[config.mk]
export PLATFORM = sky130hd
export DESIGN_NAME = tdm_throttle_duty_monitor
export DESIGN_NICKNAME = d
export VERILOG_FILES = /design/src/tdm_pkg.sv /design/src/tdm_throttle_duty_monitor.sv
export SDC_FILE = /design/constraint.sdc
export NUM_CORES = 1
export LEC_CHECK = 0
export ABC_AREA = 1
export BUFFER_PORTS_ARGS = -buffer_cell sky130_fd_sc_hd__clkbuf_2
export CAP_MARGIN = 40
export CORE_MARGIN = 2
export CORE_UTILIZATION = 60
export CTS_BUF_LIST = sky130_fd_sc_hd__clkbuf_8
export DETAILED_ROUTE_END_ITERATION = 10
export GPL_ROUTABILITY_DRIVEN = 0
export HOLD_SLACK_MARGIN = 0.1
export PLACE_DENSITY = 0.92
export SYNTH_ARGS = -nofsm -noshare
export SYNTH_HDL_FRONTEND = slang
export SYNTH_SLANG_ARGS = --single-unit
[constraint.sdc]
create_clock -name aclk -period 5.9 [get_ports aclk]
set_input_delay 1.18 -clock aclk [delete_from_list [all_inputs] [get_ports aclk]]
set_output_delay 1.18 -clock aclk [all_outputs]
set_load 0.01 [all_outputs]
[src/tdm_pkg.sv]
package tdm_pkg;
   // Register byte offsets on the AXI4-Lite slave
   localparam logic [7:0] TDM_OFF_CURRENT   = 8'h00;
   localparam logic [7:0] TDM_OFF_AVERAGE   = 8'h04;
   localparam logic [7:0] TDM_OFF_INTERVAL  = 8'h08;
   localparam logic [7:0] TDM_OFF_FLAGS     = 8'h0C;
   localparam logic [7:0] TDM_OFF_LIMIT     = 8'h10;
   localparam logic [7:0] TDM_OFF_CONTROL   = 8'h14;
   localparam logic [7:0] TDM_OFF_OVERRIDE  = 8'h18;
   // Reset values
   localparam logic [15:0] TDM_INTERVAL_RST = 16'h0100;
   localparam logic [7:0]  TDM_LIMIT_RST    = 8'hFF;
   // Band thresholds on the 8-bit result
   localparam logic [7:0] TDM_BAND_75   = 8'hC1;
   localparam logic [7:0] TDM_BAND_50   = 8'h81;
   localparam logic [7:0] TDM_BAND_25   = 8'h41;
   localparam logic [7:0] TDM_BAND_12   = 8'h21;
   // Flag bit positions in the band flag register
   localparam int TDM_FLG_FULL  = 0;
   localparam int TDM_FLG_B75   = 1;
   localparam int TDM_FLG_B50   = 2;
   localparam int TDM_FLG_B25   = 3;
   localparam int TDM_FLG_B12   = 4;
   localparam int TDM_FLG_B0    = 5;
   localparam int TDM_FLG_ANY   = 6;
   localparam int TDM_FLG_USER  = 7;
   // Control register bit positions
   localparam int TDM_CTL_HOT_DIS = 0;
   localparam int TDM_CTL_OVR_EN  = 1;
   // Hot response time and clock rate
   localparam int TDM_HOT_RESP_NS = 10000;
   localparam int TDM_CLK_NS      = 4;
   localparam int TDM_HOT_RESP_CY = TDM_HOT_RESP_NS / TDM_CLK_NS;
   // Sleep state codes
   typedef enum logic [1:0] {
      TDM_S0  = 2'b00,
      TDM_S3  = 2'b01,
      TDM_S45 = 2'b10
   } tdm_sleep_e;
   // AXI response codes
   localparam logic [1:0] TDM_RESP_OKAY   = 2'b00;
   localparam logic [1:0] TDM_RESP_SLVERR = 2'b10;
endpackage

[src/tdm_throttle_duty_monitor.sv]
// What this block does
// - Measure asserted fraction as 8-bit 1/256 units
// - Interval register sets period; load current result
// - Average becomes (old average + previous current)/2
// - Host write to current restarts capture
// - Zero only if never asserted; else >=1
// - Code n means (n-1)/256 to n/256
// - Full flag when never released all interval
// - Band flags plus any-nonzero flag
// - Flag when result exceeds user limit
// - Sleep: stop, clear current, hold average
// - After wake, first result loads both unaveraged
// - Regulator hot drives throttle low within 10us
// - Hot drive off in sleep or by control
// - Override register drives PWM pattern on line
// - Band flags never feed the alert output
module tdm_throttle_duty_monitor
   import tdm_pkg::*;
#(
   parameter int HOT_INPUTS = 2
) (
   // Clock and reset
   input  wire logic                  aclk,
   input  wire logic                  aresetn,
   // AXI4-Lite write address
   input  wire logic [7:0]            s_axi_awaddr,
   input  wire logic                  s_axi_awvalid,
   output logic                       s_axi_awready,
   // AXI4-Lite write data
   input  wire logic [31:0]           s_axi_wdata,
   input  wire logic [3:0]            s_axi_wstrb,
   input  wire logic                  s_axi_wvalid,
   output logic                       s_axi_wready,
   // AXI4-Lite write response
   output logic [1:0]                 s_axi_bresp,
   output logic                       s_axi_bvalid,
   input  wire logic                  s_axi_bready,
   // AXI4-Lite read address
   input  wire logic [7:0]            s_axi_araddr,
   input  wire logic                  s_axi_arvalid,
   output logic                       s_axi_arready,
   // AXI4-Lite read data
   output logic [31:0]                s_axi_rdata,
   output logic [1:0]                 s_axi_rresp,
   output logic                       s_axi_rvalid,
   input  wire logic                  s_axi_rready,
   // Throttle line, open drain, active low
   input  wire logic                  processor_throttle_line_i,
   output logic                       processor_throttle_line_oe,
   output logic                       processor_throttle_line_o,
   // Regulator hot inputs, active high after board inversion
   input  wire logic [HOT_INPUTS-1:0] regulator_hot_input,
   // Power state from system
   input  wire logic [1:0]            sleep_state,
   // Alert contribution, band flags excluded
   output logic                       alert_out
);

   // Refuse hot input counts the logic cannot serve
   if (HOT_INPUTS < 1 || HOT_INPUTS > 8) begin : g_bad_hot_inputs
      $error("HOT_INPUTS out of range");
   end

   // Input synchronisers
   logic [1:0]            thr_sync_q;  // Throttle line pin
   logic [HOT_INPUTS-1:0] hot_s1_q;    // Hot inputs stage 1
   logic [HOT_INPUTS-1:0] hot_s2_q;    // Hot inputs stage 2
   logic [1:0]            slp_s1_q;    // Sleep state stage 1
   logic [1:0]            slp_s2_q;    // Sleep state stage 2

   // Two flops before any logic reads a pin
   always_ff @(posedge aclk) begin
      thr_sync_q <= {thr_sync_q[0], processor_throttle_line_i};
      hot_s1_q   <= regulator_hot_input;
      hot_s2_q   <= hot_s1_q;
      slp_s1_q   <= sleep_state;
      slp_s2_q   <= slp_s1_q;
   end

   // Line is low while asserted
   wire throttle_asserted = ~thr_sync_q[1];
   wire asleep            = (slp_s2_q != TDM_S0);

   // Software registers
   logic [15:0] interval_q;  // Slot length in cycles, 256 slots per period
   logic [7:0]  limit_q;     // User limit
   logic [1:0]  control_q;   // Hot disable, override enable
   logic [15:0] override_q;  // High byte period minus one, low byte low time
   logic [7:0]  current_q;   // Current measurement
   logic [7:0]  average_q;   // Average measurement
   logic [7:0]  flags_q;     // Band flags

   // Measurement state
   logic [15:0] sub_q;       // Sub-slot divider inside one 1/256 slot
   logic [7:0]  slot_q;      // Slot index within the period
   logic [8:0]  hit_q;       // Slots touched by assertion
   logic        hit_slot_q;  // Assertion seen in this slot
   logic        released_q;  // Line seen released this period
   logic        first_q;     // Next result is first after wake

   // Bus handshake state
   logic        aw_got_q;
   logic        w_got_q;
   logic [7:0]  awaddr_q;
   logic [31:0] wdata_q;
   logic [3:0]  wstrb_q;

   // Write decode
   wire do_write     = aw_got_q & w_got_q & ~s_axi_bvalid;
   wire wr_current   = do_write & (awaddr_q == TDM_OFF_CURRENT) & wstrb_q[0];
   wire wr_interval  = do_write & (awaddr_q == TDM_OFF_INTERVAL);
   wire wr_limit     = do_write & (awaddr_q == TDM_OFF_LIMIT) & wstrb_q[0];
   wire wr_control   = do_write & (awaddr_q == TDM_OFF_CONTROL) & wstrb_q[0];
   wire wr_override  = do_write & (awaddr_q == TDM_OFF_OVERRIDE);
   wire wr_mapped    = (awaddr_q == TDM_OFF_CURRENT) | (awaddr_q == TDM_OFF_AVERAGE) |
                       (awaddr_q == TDM_OFF_INTERVAL) | (awaddr_q == TDM_OFF_FLAGS) |
                       (awaddr_q == TDM_OFF_LIMIT) | (awaddr_q == TDM_OFF_CONTROL) |
                       (awaddr_q == TDM_OFF_OVERRIDE);

   // Period timing: 256 slots, each interval_q cycles long
   wire        sub_end    = (sub_q >= interval_q - 16'h0001) | (interval_q == 16'h0000);
   wire        period_end = sub_end & (slot_q == 8'hFF) & ~asleep;
   // Slot counts as hit if any assertion inside it, giving half-LSB bias
   wire        slot_hit   = hit_slot_q | throttle_asserted;
   wire [8:0]  hit_total  = hit_q + {8'h00, sub_end & slot_hit};
   // Clamp 256 to 255: top code means above 99.2 percent
   wire [7:0]  result     = hit_total[8] ? 8'hFF : hit_total[7:0];
   wire        full_seen  = ~released_q & throttle_asserted;
   wire [8:0]  avg_sum    = {1'b0, average_q} + {1'b0, current_q};

   // Slot divider and slot counter
   always_ff @(posedge aclk) begin
      if (!aresetn || asleep || wr_current) begin
         sub_q  <= 16'h0000;
         slot_q <= 8'h00;
      end else if (sub_end) begin
         sub_q  <= 16'h0000;
         slot_q <= slot_q + 8'h01;
      end else begin
         sub_q  <= sub_q + 16'h0001;
      end
   end

   // Assertion accumulators
   always_ff @(posedge aclk) begin
      if (!aresetn || asleep || wr_current || period_end) begin
         hit_q      <= 9'h000;
         hit_slot_q <= 1'b0;
         released_q <= 1'b0;
      end else begin
         released_q <= released_q | ~throttle_asserted;
         if (sub_end) begin
            hit_q      <= hit_total;
            hit_slot_q <= 1'b0;
         end else begin
            hit_slot_q <= slot_hit;
         end
      end
   end

   // Current and average measurement registers
   always_ff @(posedge aclk) begin
      if (!aresetn) begin
         current_q <= 8'h00;
         average_q <= 8'h00;
         first_q   <= 1'b1;
      end else if (asleep) begin
         current_q <= 8'h00;
         first_q   <= 1'b1;
      end else if (period_end) begin
         current_q <= result;
         first_q   <= 1'b0;
         if (first_q) begin
            average_q <= result;
         end else begin
            average_q <= avg_sum[8:1];
         end
      end
   end

   // Band and limit flags, renewed each period
   always_ff @(posedge aclk) begin
      if (!aresetn) begin
         flags_q <= 8'h00;
      end else if (period_end) begin
         flags_q[TDM_FLG_FULL] <= full_seen;
         flags_q[TDM_FLG_B75]  <= (result >= TDM_BAND_75) & ~full_seen;
         flags_q[TDM_FLG_B50]  <= (result >= TDM_BAND_50) & (result < TDM_BAND_75);
         flags_q[TDM_FLG_B25]  <= (result >= TDM_BAND_25) & (result < TDM_BAND_50);
         flags_q[TDM_FLG_B12]  <= (result >= TDM_BAND_12) & (result < TDM_BAND_25);
         flags_q[TDM_FLG_B0]   <= (result != 8'h00) & (result < TDM_BAND_12);
         flags_q[TDM_FLG_ANY]  <= (result != 8'h00);
         flags_q[TDM_FLG_USER] <= (result > limit_q);
      end
   end

   // Only the user-limit flag reaches alert
   always_ff @(posedge aclk) begin
      if (!aresetn) begin
         alert_out <= 1'b0;
      end else begin
         alert_out <= flags_q[TDM_FLG_USER];
      end
   end

   // Override PWM: period minus one in high byte, low time in low byte
   logic [7:0] pwm_q;
   always_ff @(posedge aclk) begin
      if (!aresetn || pwm_q >= override_q[15:8]) begin
         pwm_q <= 8'h00;
      end else begin
         pwm_q <= pwm_q + 8'h01;
      end
   end

   wire hot_any   = |hot_s2_q;
   wire hot_drive = hot_any & ~asleep & ~control_q[TDM_CTL_HOT_DIS];
   wire ovr_drive = control_q[TDM_CTL_OVR_EN] & (pwm_q < override_q[7:0]);

   // Throttle line driver, low when driven
   always_ff @(posedge aclk) begin
      if (!aresetn) begin
         processor_throttle_line_oe <= 1'b0;
         processor_throttle_line_o  <= 1'b0;
      end else begin
         processor_throttle_line_oe <= hot_drive | ovr_drive;
         processor_throttle_line_o  <= 1'b0;
      end
   end

   // Software-written registers
   always_ff @(posedge aclk) begin
      if (!aresetn) begin
         interval_q <= TDM_INTERVAL_RST;
         limit_q    <= TDM_LIMIT_RST;
         control_q  <= 2'b00;
         override_q <= 16'h0000;
      end else begin
         if (wr_interval) interval_q <= wdata_q[15:0];
         if (wr_limit)    limit_q    <= wdata_q[7:0];
         if (wr_control)  control_q  <= wdata_q[1:0];
         if (wr_override) override_q <= wdata_q[15:0];
      end
   end

   // Write channel: address and data taken in either order
   always_ff @(posedge aclk) begin
      if (!aresetn) begin
         aw_got_q      <= 1'b0;
         w_got_q       <= 1'b0;
         awaddr_q      <= 8'h00;
         wdata_q       <= 32'h0000_0000;
         wstrb_q       <= 4'h0;
         s_axi_bvalid  <= 1'b0;
         s_axi_bresp   <= TDM_RESP_OKAY;
      end else begin
         if (s_axi_awvalid & s_axi_awready) begin
            aw_got_q <= 1'b1;
            awaddr_q <= {s_axi_awaddr[7:2], 2'b00};
         end
         if (s_axi_wvalid & s_axi_wready) begin
            w_got_q <= 1'b1;
            wdata_q <= s_axi_wdata;
            wstrb_q <= s_axi_wstrb;
         end
         if (do_write) begin
            aw_got_q     <= 1'b0;
            w_got_q      <= 1'b0;
            s_axi_bvalid <= 1'b1;
            s_axi_bresp  <= wr_mapped ? TDM_RESP_OKAY : TDM_RESP_SLVERR;
         end else if (s_axi_bvalid & s_axi_bready) begin
            s_axi_bvalid <= 1'b0;
         end
      end
   end

   // Ready flops: one-cycle pulses while a slot is free
   always_ff @(posedge aclk) begin
      if (!aresetn) begin
         s_axi_awready <= 1'b0;
         s_axi_wready  <= 1'b0;
      end else begin
         s_axi_awready <= ~aw_got_q & ~s_axi_awready & ~s_axi_bvalid & s_axi_awvalid;
         s_axi_wready  <= ~w_got_q & ~s_axi_wready & ~s_axi_bvalid & s_axi_wvalid;
      end
   end

   // Read decode
   wire [7:0] rd_addr = {s_axi_araddr[7:2], 2'b00};
   logic [31:0] rd_mux;
   logic        rd_ok;
   always_comb begin
      rd_ok  = 1'b1;
      unique case (rd_addr)
         TDM_OFF_CURRENT:  rd_mux = {24'h000000, current_q};
         TDM_OFF_AVERAGE:  rd_mux = {24'h000000, average_q};
         TDM_OFF_INTERVAL: rd_mux = {16'h0000, interval_q};
         TDM_OFF_FLAGS:    rd_mux = {24'h000000, flags_q};
         TDM_OFF_LIMIT:    rd_mux = {24'h000000, limit_q};
         TDM_OFF_CONTROL:  rd_mux = {30'h0, control_q};
         TDM_OFF_OVERRIDE: rd_mux = {16'h0000, override_q};
         default: begin
            rd_mux = 32'h0000_0000;
            rd_ok  = 1'b0;
         end
      endcase
   end

   // Read channel
   always_ff @(posedge aclk) begin
      if (!aresetn) begin
         s_axi_arready <= 1'b0;
         s_axi_rvalid  <= 1'b0;
         s_axi_rdata   <= 32'h0000_0000;
         s_axi_rresp   <= TDM_RESP_OKAY;
      end else begin
         s_axi_arready <= s_axi_arvalid & ~s_axi_arready & ~s_axi_rvalid;
         if (s_axi_arvalid & s_axi_arready) begin
            s_axi_rvalid <= 1'b1;
            s_axi_rdata  <= rd_mux;
            s_axi_rresp  <= rd_ok ? TDM_RESP_OKAY : TDM_RESP_SLVERR;
         end else if (s_axi_rvalid & s_axi_rready) begin
            s_axi_rvalid <= 1'b0;
         end
      end
   end

   // Checks
   chk_sleep_clears: assert property (@(posedge aclk) disable iff (!aresetn)
      asleep |=> (current_q == 8'h00))
      else $error("current not cleared in sleep");
   chk_sleep_avg_hold: assert property (@(posedge aclk) disable iff (!aresetn)
      asleep |=> $stable(average_q))
      else $error("average changed in sleep");
   chk_hot_response: assert property (@(posedge aclk) disable iff (!aresetn)
      (hot_any & ~asleep & ~control_q[TDM_CTL_HOT_DIS]) [*2] |-> processor_throttle_line_oe)
      else $error("hot input not driving line");
   chk_hot_sleep_off: assert property (@(posedge aclk) disable iff (!aresetn)
      (asleep & ~ovr_drive) |=> ~processor_throttle_line_oe)
      else $error("line driven in sleep");
   chk_avg_update: assert property (@(posedge aclk) disable iff (!aresetn)
      (period_end & ~first_q) |=> (average_q == $past(avg_sum[8:1])))
      else $error("average wrong");
   chk_first_direct: assert property (@(posedge aclk) disable iff (!aresetn)
      (period_end & first_q) |=> (average_q == current_q))
      else $error("first result not loaded to both");
   chk_zero_bias: assert property (@(posedge aclk) disable iff (!aresetn)
      period_end |=> ((current_q == 8'h00) == ~flags_q[TDM_FLG_ANY]))
      else $error("zero code mismatch");
   chk_user_limit: assert property (@(posedge aclk) disable iff (!aresetn)
      period_end |=> (flags_q[TDM_FLG_USER] == (current_q > limit_q)))
      else $error("user flag wrong");
   chk_restart_write: assert property (@(posedge aclk) disable iff (!aresetn)
      wr_current |=> (slot_q == 8'h00 && hit_q == 9'h000))
      else $error("capture not restarted");

endmodule

* Word-level counts from Yosys, hierarchy flattened
Index checks and enable logic that the tools add are counted.
** Word-level totals
- Flip-flop bits (word level) :: 188
- Input bits :: 64
- Output and inout bits :: 44
- Logic and storage cells :: 152
** Cells by class
- Add/subtract/negate cells :: 6
- $lt $le $gt $ge :: 12
- Equal/unequal tests :: 13
- Muxes and demuxes :: 10
- Bitwise gates (word level) :: 58
- Reduce and logical (&&, ||, !) cells :: 19
** Operator list (number)
- one-hot mux 16 bit (7 select lines) :: 1
- == test 6 x 3 -> 1 bit (second input constant) :: 6
- bitwise AND 1 bit :: 35
- == test 6 x 2 -> 1 bit (second input constant) :: 4
- adder 16 x 1 -> 16 bit (second input constant) :: 1
- adder 8 x 1 -> 8 bit (second input constant) :: 2
- greater-or-equal comparator 16 bit :: 1
- greater-or-equal comparator 8 bit (second input constant) :: 2
- zero test 16 bit :: 1
- zero test 8 bit :: 2
- < comparator 8 bit (second input constant) :: 2
- two-way mux 8 bit :: 2
- subtractor 16 x 1 -> 16 bit (second input constant) :: 1
- NOT 1 bit :: 13
- == test 6 x 1 -> 1 bit (second input constant) :: 2
- OR 1 bit :: 10
- OR reduction 2 bit :: 5
- adder 8 x 8 -> 9 bit :: 1
- adder 9 x 1 -> 9 bit :: 1
- == test 8 bit (second input constant) :: 1
- greater-or-equal comparator 8 x 6 -> 1 bit (second input constant) :: 1
- greater-or-equal comparator 8 x 7 -> 1 bit (second input constant) :: 1
- greater-or-equal comparator 8 bit :: 1
- > comparator 8 bit :: 1
- 11 further kinds :: 21

* Logic depth before layout (Yosys ltp)
- Depth after elaboration :: 8
- Depth in mapped cells :: 39
- Mapped depth without buffers :: 37

* Worst setup path after synthesis
No wires, ideal clock.
- Kind :: reg2reg
- Start :: register interval_q[0]
- End :: register flags_q[7]
- Library setup time :: 0.113 ns
- Arrival time :: 4.284 ns
- Required time :: 5.787 ns
- Path slack :: 1.503 ns
- Cell stages (with the launch flop) :: 36
- Path buffers :: 2
- Period minus slack after synthesis :: 4.397 ns
- Cell sequence :: dfxtp_1 inv_1 ha_1 nand3_1 nor2_1 nand2_1 nor2_1 nand3_1 xor2_1 inv_1 ha_1 nand2_1 inv_1 nand3_1 nor2_1 nand3_1 nand4_1 buf_4 buf_4 o21ai_0 inv_1 ha_1 ha_1 inv_2 nor2_8 nand2_4 nand2_8 nand2_4 inv_2 nand2_1 ha_1 nand2_1 nor3b_1 a31oi_1 nand3_1 nand2_1
** Between the ends
- Word-level cells in the longest chain between the ends :: 7
- Elaborated cells between the ends (all ways) :: 10
- Classes of those cells :: add/sub (2); order compare (2); mux (1); bitwise (4); reduce/logical (1)
** RTL lines
- from (decl) :: RTL line tdm_throttle_duty_monitor.sv:85 : logic [15:0] interval_q;
- from (signal assigned) :: RTL line tdm_throttle_duty_monitor.sv:239 : if (wr_interval) interval_q <= wdata_q[15:0];
- subtractor 16 x 1 -> 16 bit :: RTL line tdm_throttle_duty_monitor.sv:121 : wire sub_end = (sub_q >= interval_q - 16'h0001) | (interval_q == 16'h0000);
- greater-or-equal comparator 16 bit :: RTL line tdm_throttle_duty_monitor.sv:121
- OR 1 bit * :: RTL line tdm_throttle_duty_monitor.sv:121
- bitwise AND 1 bit * :: RTL line tdm_throttle_duty_monitor.sv:125 : wire [8:0] hit_total = hit_q + {8'h00, sub_end & slot_hit};
- adder 9 x 1 -> 9 bit * :: RTL line tdm_throttle_duty_monitor.sv:125
- two-way mux 8 bit * :: RTL line tdm_throttle_duty_monitor.sv:127 : wire [7:0] result = hit_total[8] ? 8'hFF : hit_total[7:0];
- via result[7] :: RTL line tdm_throttle_duty_monitor.sv:127
- > comparator 8 bit * :: RTL line tdm_throttle_duty_monitor.sv:193 : flags_q[TDM_FLG_USER] <= (result > limit_q);
- to (signal, indexed assignment) :: RTL line tdm_throttle_duty_monitor.sv:191 : flags_q[TDM_FLG_B0] <= (result != 8'h00) & (result < TDM_BAND_12);
- to (signal, indexed assignment) :: RTL line tdm_throttle_duty_monitor.sv:192 : flags_q[TDM_FLG_ANY] <= (result != 8'h00);
- to (signal, indexed assignment) :: RTL line tdm_throttle_duty_monitor.sv:193
- to (decl) :: RTL line tdm_throttle_duty_monitor.sv:91 : logic [7:0] flags_q;
The timed path passes the listed nets; every way through them passes the cells marked *.
A chain may end at the register's enable or synchronous reset.

* Final worst setup path
Ends and elaborated chain as after synthesis.

==> metrics.yaml <==
status:
  status: "complete, no violations"
run:
  drv_cap: 0
cts:
  tritoncts: "yes"
  ctsHoldBuffers: 0
  path_clk_slew_ns: 0.10
  clock-root-buffer: "clkbuf_8"
  clk_path_buf_depth: 2
  clk_latency_ns: 0.47
  htreeDepth: 4
  cts-resized-gates: 0
  tritoncts.num_buffers: 17
  cts_sinks: 170
  post_cts.repair.setup_buffers: 0
detailed_routing:
  via_per_inst: 5.62
  first_pass_iters: 6
  wl_per_cell_um: 14.4
  wl_mm: 20.7
  drt-initial-drc-count: 829
  num_vias: 8098
  ant_nets: 0
  drc: 0
global_route:
  antenna_found_initial: 0
  grt_pass1_vias: 7439
  grt_max_degree: 68
  grt_overflow: 0
  grt_util_all_layers_pct: 26.5
  grt_pass1_wl_mm: 34.0
placed_design:
  hpwl_mm: 15.2
  io_buffer_count: 65
  place_area_sq_um: 9050
layout:
  synthToLayoutAreaGrowth_pct: 8.33
  multi_input_area_sq_um: 4470
  fin_area_sq_um: 9410
  antennaDiodeCount: 0
  layout-drive-gt1-share_pct: 10.9
  nets: 1363
  ff_latch_area_sq_um: 3400
  fillCellCount: 1139
worst_setup_path:
  path_depth: 33
  cp-end-kind: "register"
  critPathBufInv: 6
  critPathMaxStageDelay_ns: 0.34
  crit_required_ns: 6.28
  worstSetupPathType: "reg -> reg"
  cp_slowest_cell: "ha_1"
  arrival_ns: 5.42
  startpoint_type: "register"
  path_max_fanout: 7
  cp_top_family: "simple AND/OR/NAND/NOR gates"
  reg2reg_depth: 33
timing:
  max_freq_mhz: 198
  hold_violations: 0
  drv_slew: 0
  min_period_over_period_pct: 85.5
  skew_ns: 0.0169
  rsz0062_at_grt: "false"
  fin_crit_ns: 5.05
  tightest_slew_ns: 0.922
  slew_headroom_pct: 38.4
  holdWs_ns: 0.334
  fin_setup_tns_ns: 0
  setup_viol: 0
worst_hold_path:
  whs_path_depth: 0
  hold_path.class: "reg -> reg"
pwr:
  ir_drop_v: 0.000163
  leakage_nw: 4.20
  power_density_nw_per_um2: 215
synth:
  synth_edf_count: 0
  synth.avg_cell_area_sq_um: 7.27
  syn_inst: 1194
  synth_warnings: 0
  yosysSeqAreaShare_pct: 39.2
  ys_ff_latch: 170
  synth_area_sq_um: 8690
  netlist-cell-type-count: 54
  synth-async-reset-ratio_pct: 0
  synth-main-ff-cell: "dfxtp_1"
floorplanning:
  die_w_um: 124
  start_util_pct: 62.1
  die_h_um: 124
  rows: 43
  die_area_sq_um: 15500
  ios: 108
  fp.coreArea_sq_um: 14000
-- flip-flops by register name, indices dropped and copies added, names as in the netlist, 6 cells and up --
signal and flops:
limit_q 8, current_q 8, wdata_q 16, override_q 16, average_q 8, sub_q 16, flags_q 8, interval_q 16
hit_q 9, pwm_q 8, slot_q 8, awaddr_q 6, s_axi_rdata 16
-- metal layers --
metal  vias to the layer above  global-route usage (%)  wire length (um)
met4                         0                    10.8               635
met2                       355                    42.7              9490
met3                        58                    6.14              1730
met1                      3703                    34.3              8810
met5                         -                       0                 0
li1                       3982                       -                 -
-- layout make-up --
class | count | share of cell area [%]
Tap cell | 180 | 2.39
Sequential cell | 170 | 36.2
Timing Repair Buffer | 69 | 3.83
Clock inverter | 14 | 1.21
Clock buffer | 18 | 2.63
Multi-Input combinational cell | 833 | 47.5
Inverter | 156 | 6.24
-- cells in the mapped netlist, types with 3 or more instances --
master    count  share of area [%]
o22ai_1      14                1.0
nor2_4        3               0.39
clkbuf_1     24                1.0
or2_2         4               0.29
nand4_1      19                1.4
buf_4        21                1.8
nor3_1        7               0.40
nand2_1     226                9.8
buf_2         5               0.29
xnor2_1      10                1.0
inv_1       149                6.4
nand2_2       5               0.36
a21oi_1     129                7.4
nor2_1      125                5.4
nand2_4       3               0.39
nand3_2       3               0.35
ha_1         51                7.3
dfxtp_1     170                 39
a21oi_2       3               0.30
nor2_2        3               0.22
nor3b_1       3               0.26
xor2_1       19                1.9
nand3_1      52                3.0
a211oi_1      3               0.26
o21ai_0     100                5.8
inv_2         5               0.22
-- cell families (layout without fill, tap and decap cells) --
family / Yosys count / in the layout / synth area share [%]
flops: 170 / 170 / 39.2
compound gates: 268 / 268 / 16.4
buf+inv: 209 / 257 / 10.1
xor+xnor: 29 / 29 / 2.92
simple gates: 465 / 465 / 23.7
fa+ha+maj: 52 / 52 / 7.58
other cells: 1 / 19 / 0.0432
-- path summary, 6_finish.rpt --
kind,startpoint,endpoint,slack (ns)
worst max-delay path,interval_q[0]$_SDFFE_PN0P_,flags_q[7]$_SDFFE_PN0P_,0.85
worst min-delay path,slp_s1_q[0]$_DFF_P_,slp_s2_q[0]$_DFF_P_,0.33
worst max register to register,interval_q[0]$_SDFFE_PN0P_,flags_q[7]$_SDFFE_PN0P_,0.85
worst min register to register,slp_s1_q[0]$_DFF_P_,slp_s2_q[0]$_DFF_P_,0.33
-- per-stage QoR --
step | utilization, % | setup slack (ns) | power, mW | std cells
floorplan | - | 1.50 | 1.26 | 1212
global placement | 64.5 | 1.21 | 1.28 | 1406
detailed placement | 64.7 | 0.983 | 1.29 | 1408
CTS | 67.3 | 0.937 | 2.03 | 1440
global route | 67.3 | 0.475 | 2.09 | 1440
finish | 67.3 | 0.853 | 2.03 | 1440
-- power by group --
| group | internal, mW | leakage, nW | total (mW) | switching (mW) |
|---|---|---|---|---|
| Clock | 0.310 | 0.172 | 0.763 | 0.453 |
| Sequential | 1.16 | 1.38 | 1.18 | 0.0131 |
| Combinational | 0.0276 | 2.65 | 0.0871 | 0.0594 |
| Total | 1.50 | 4.20 | 2.03 | 0.526 |
-- cells in the final DEF (no fill, tap or decap), types with 7 or more instances in the layout --
cell type    n
a21oi_1    129
clkbuf_2    65
clkbuf_8    18
conb_1      19
dfxtp_1    170
ha_1        51
inv_1      149
nand2_1    226
nand3_1     52
nand4_1     19
nor2_1     125
nor3_1       7
o21ai_0    100
o22ai_1     14
xnor2_1     10
xor2_1      19
No activity file was read; power rests on OpenSTA's default activity.
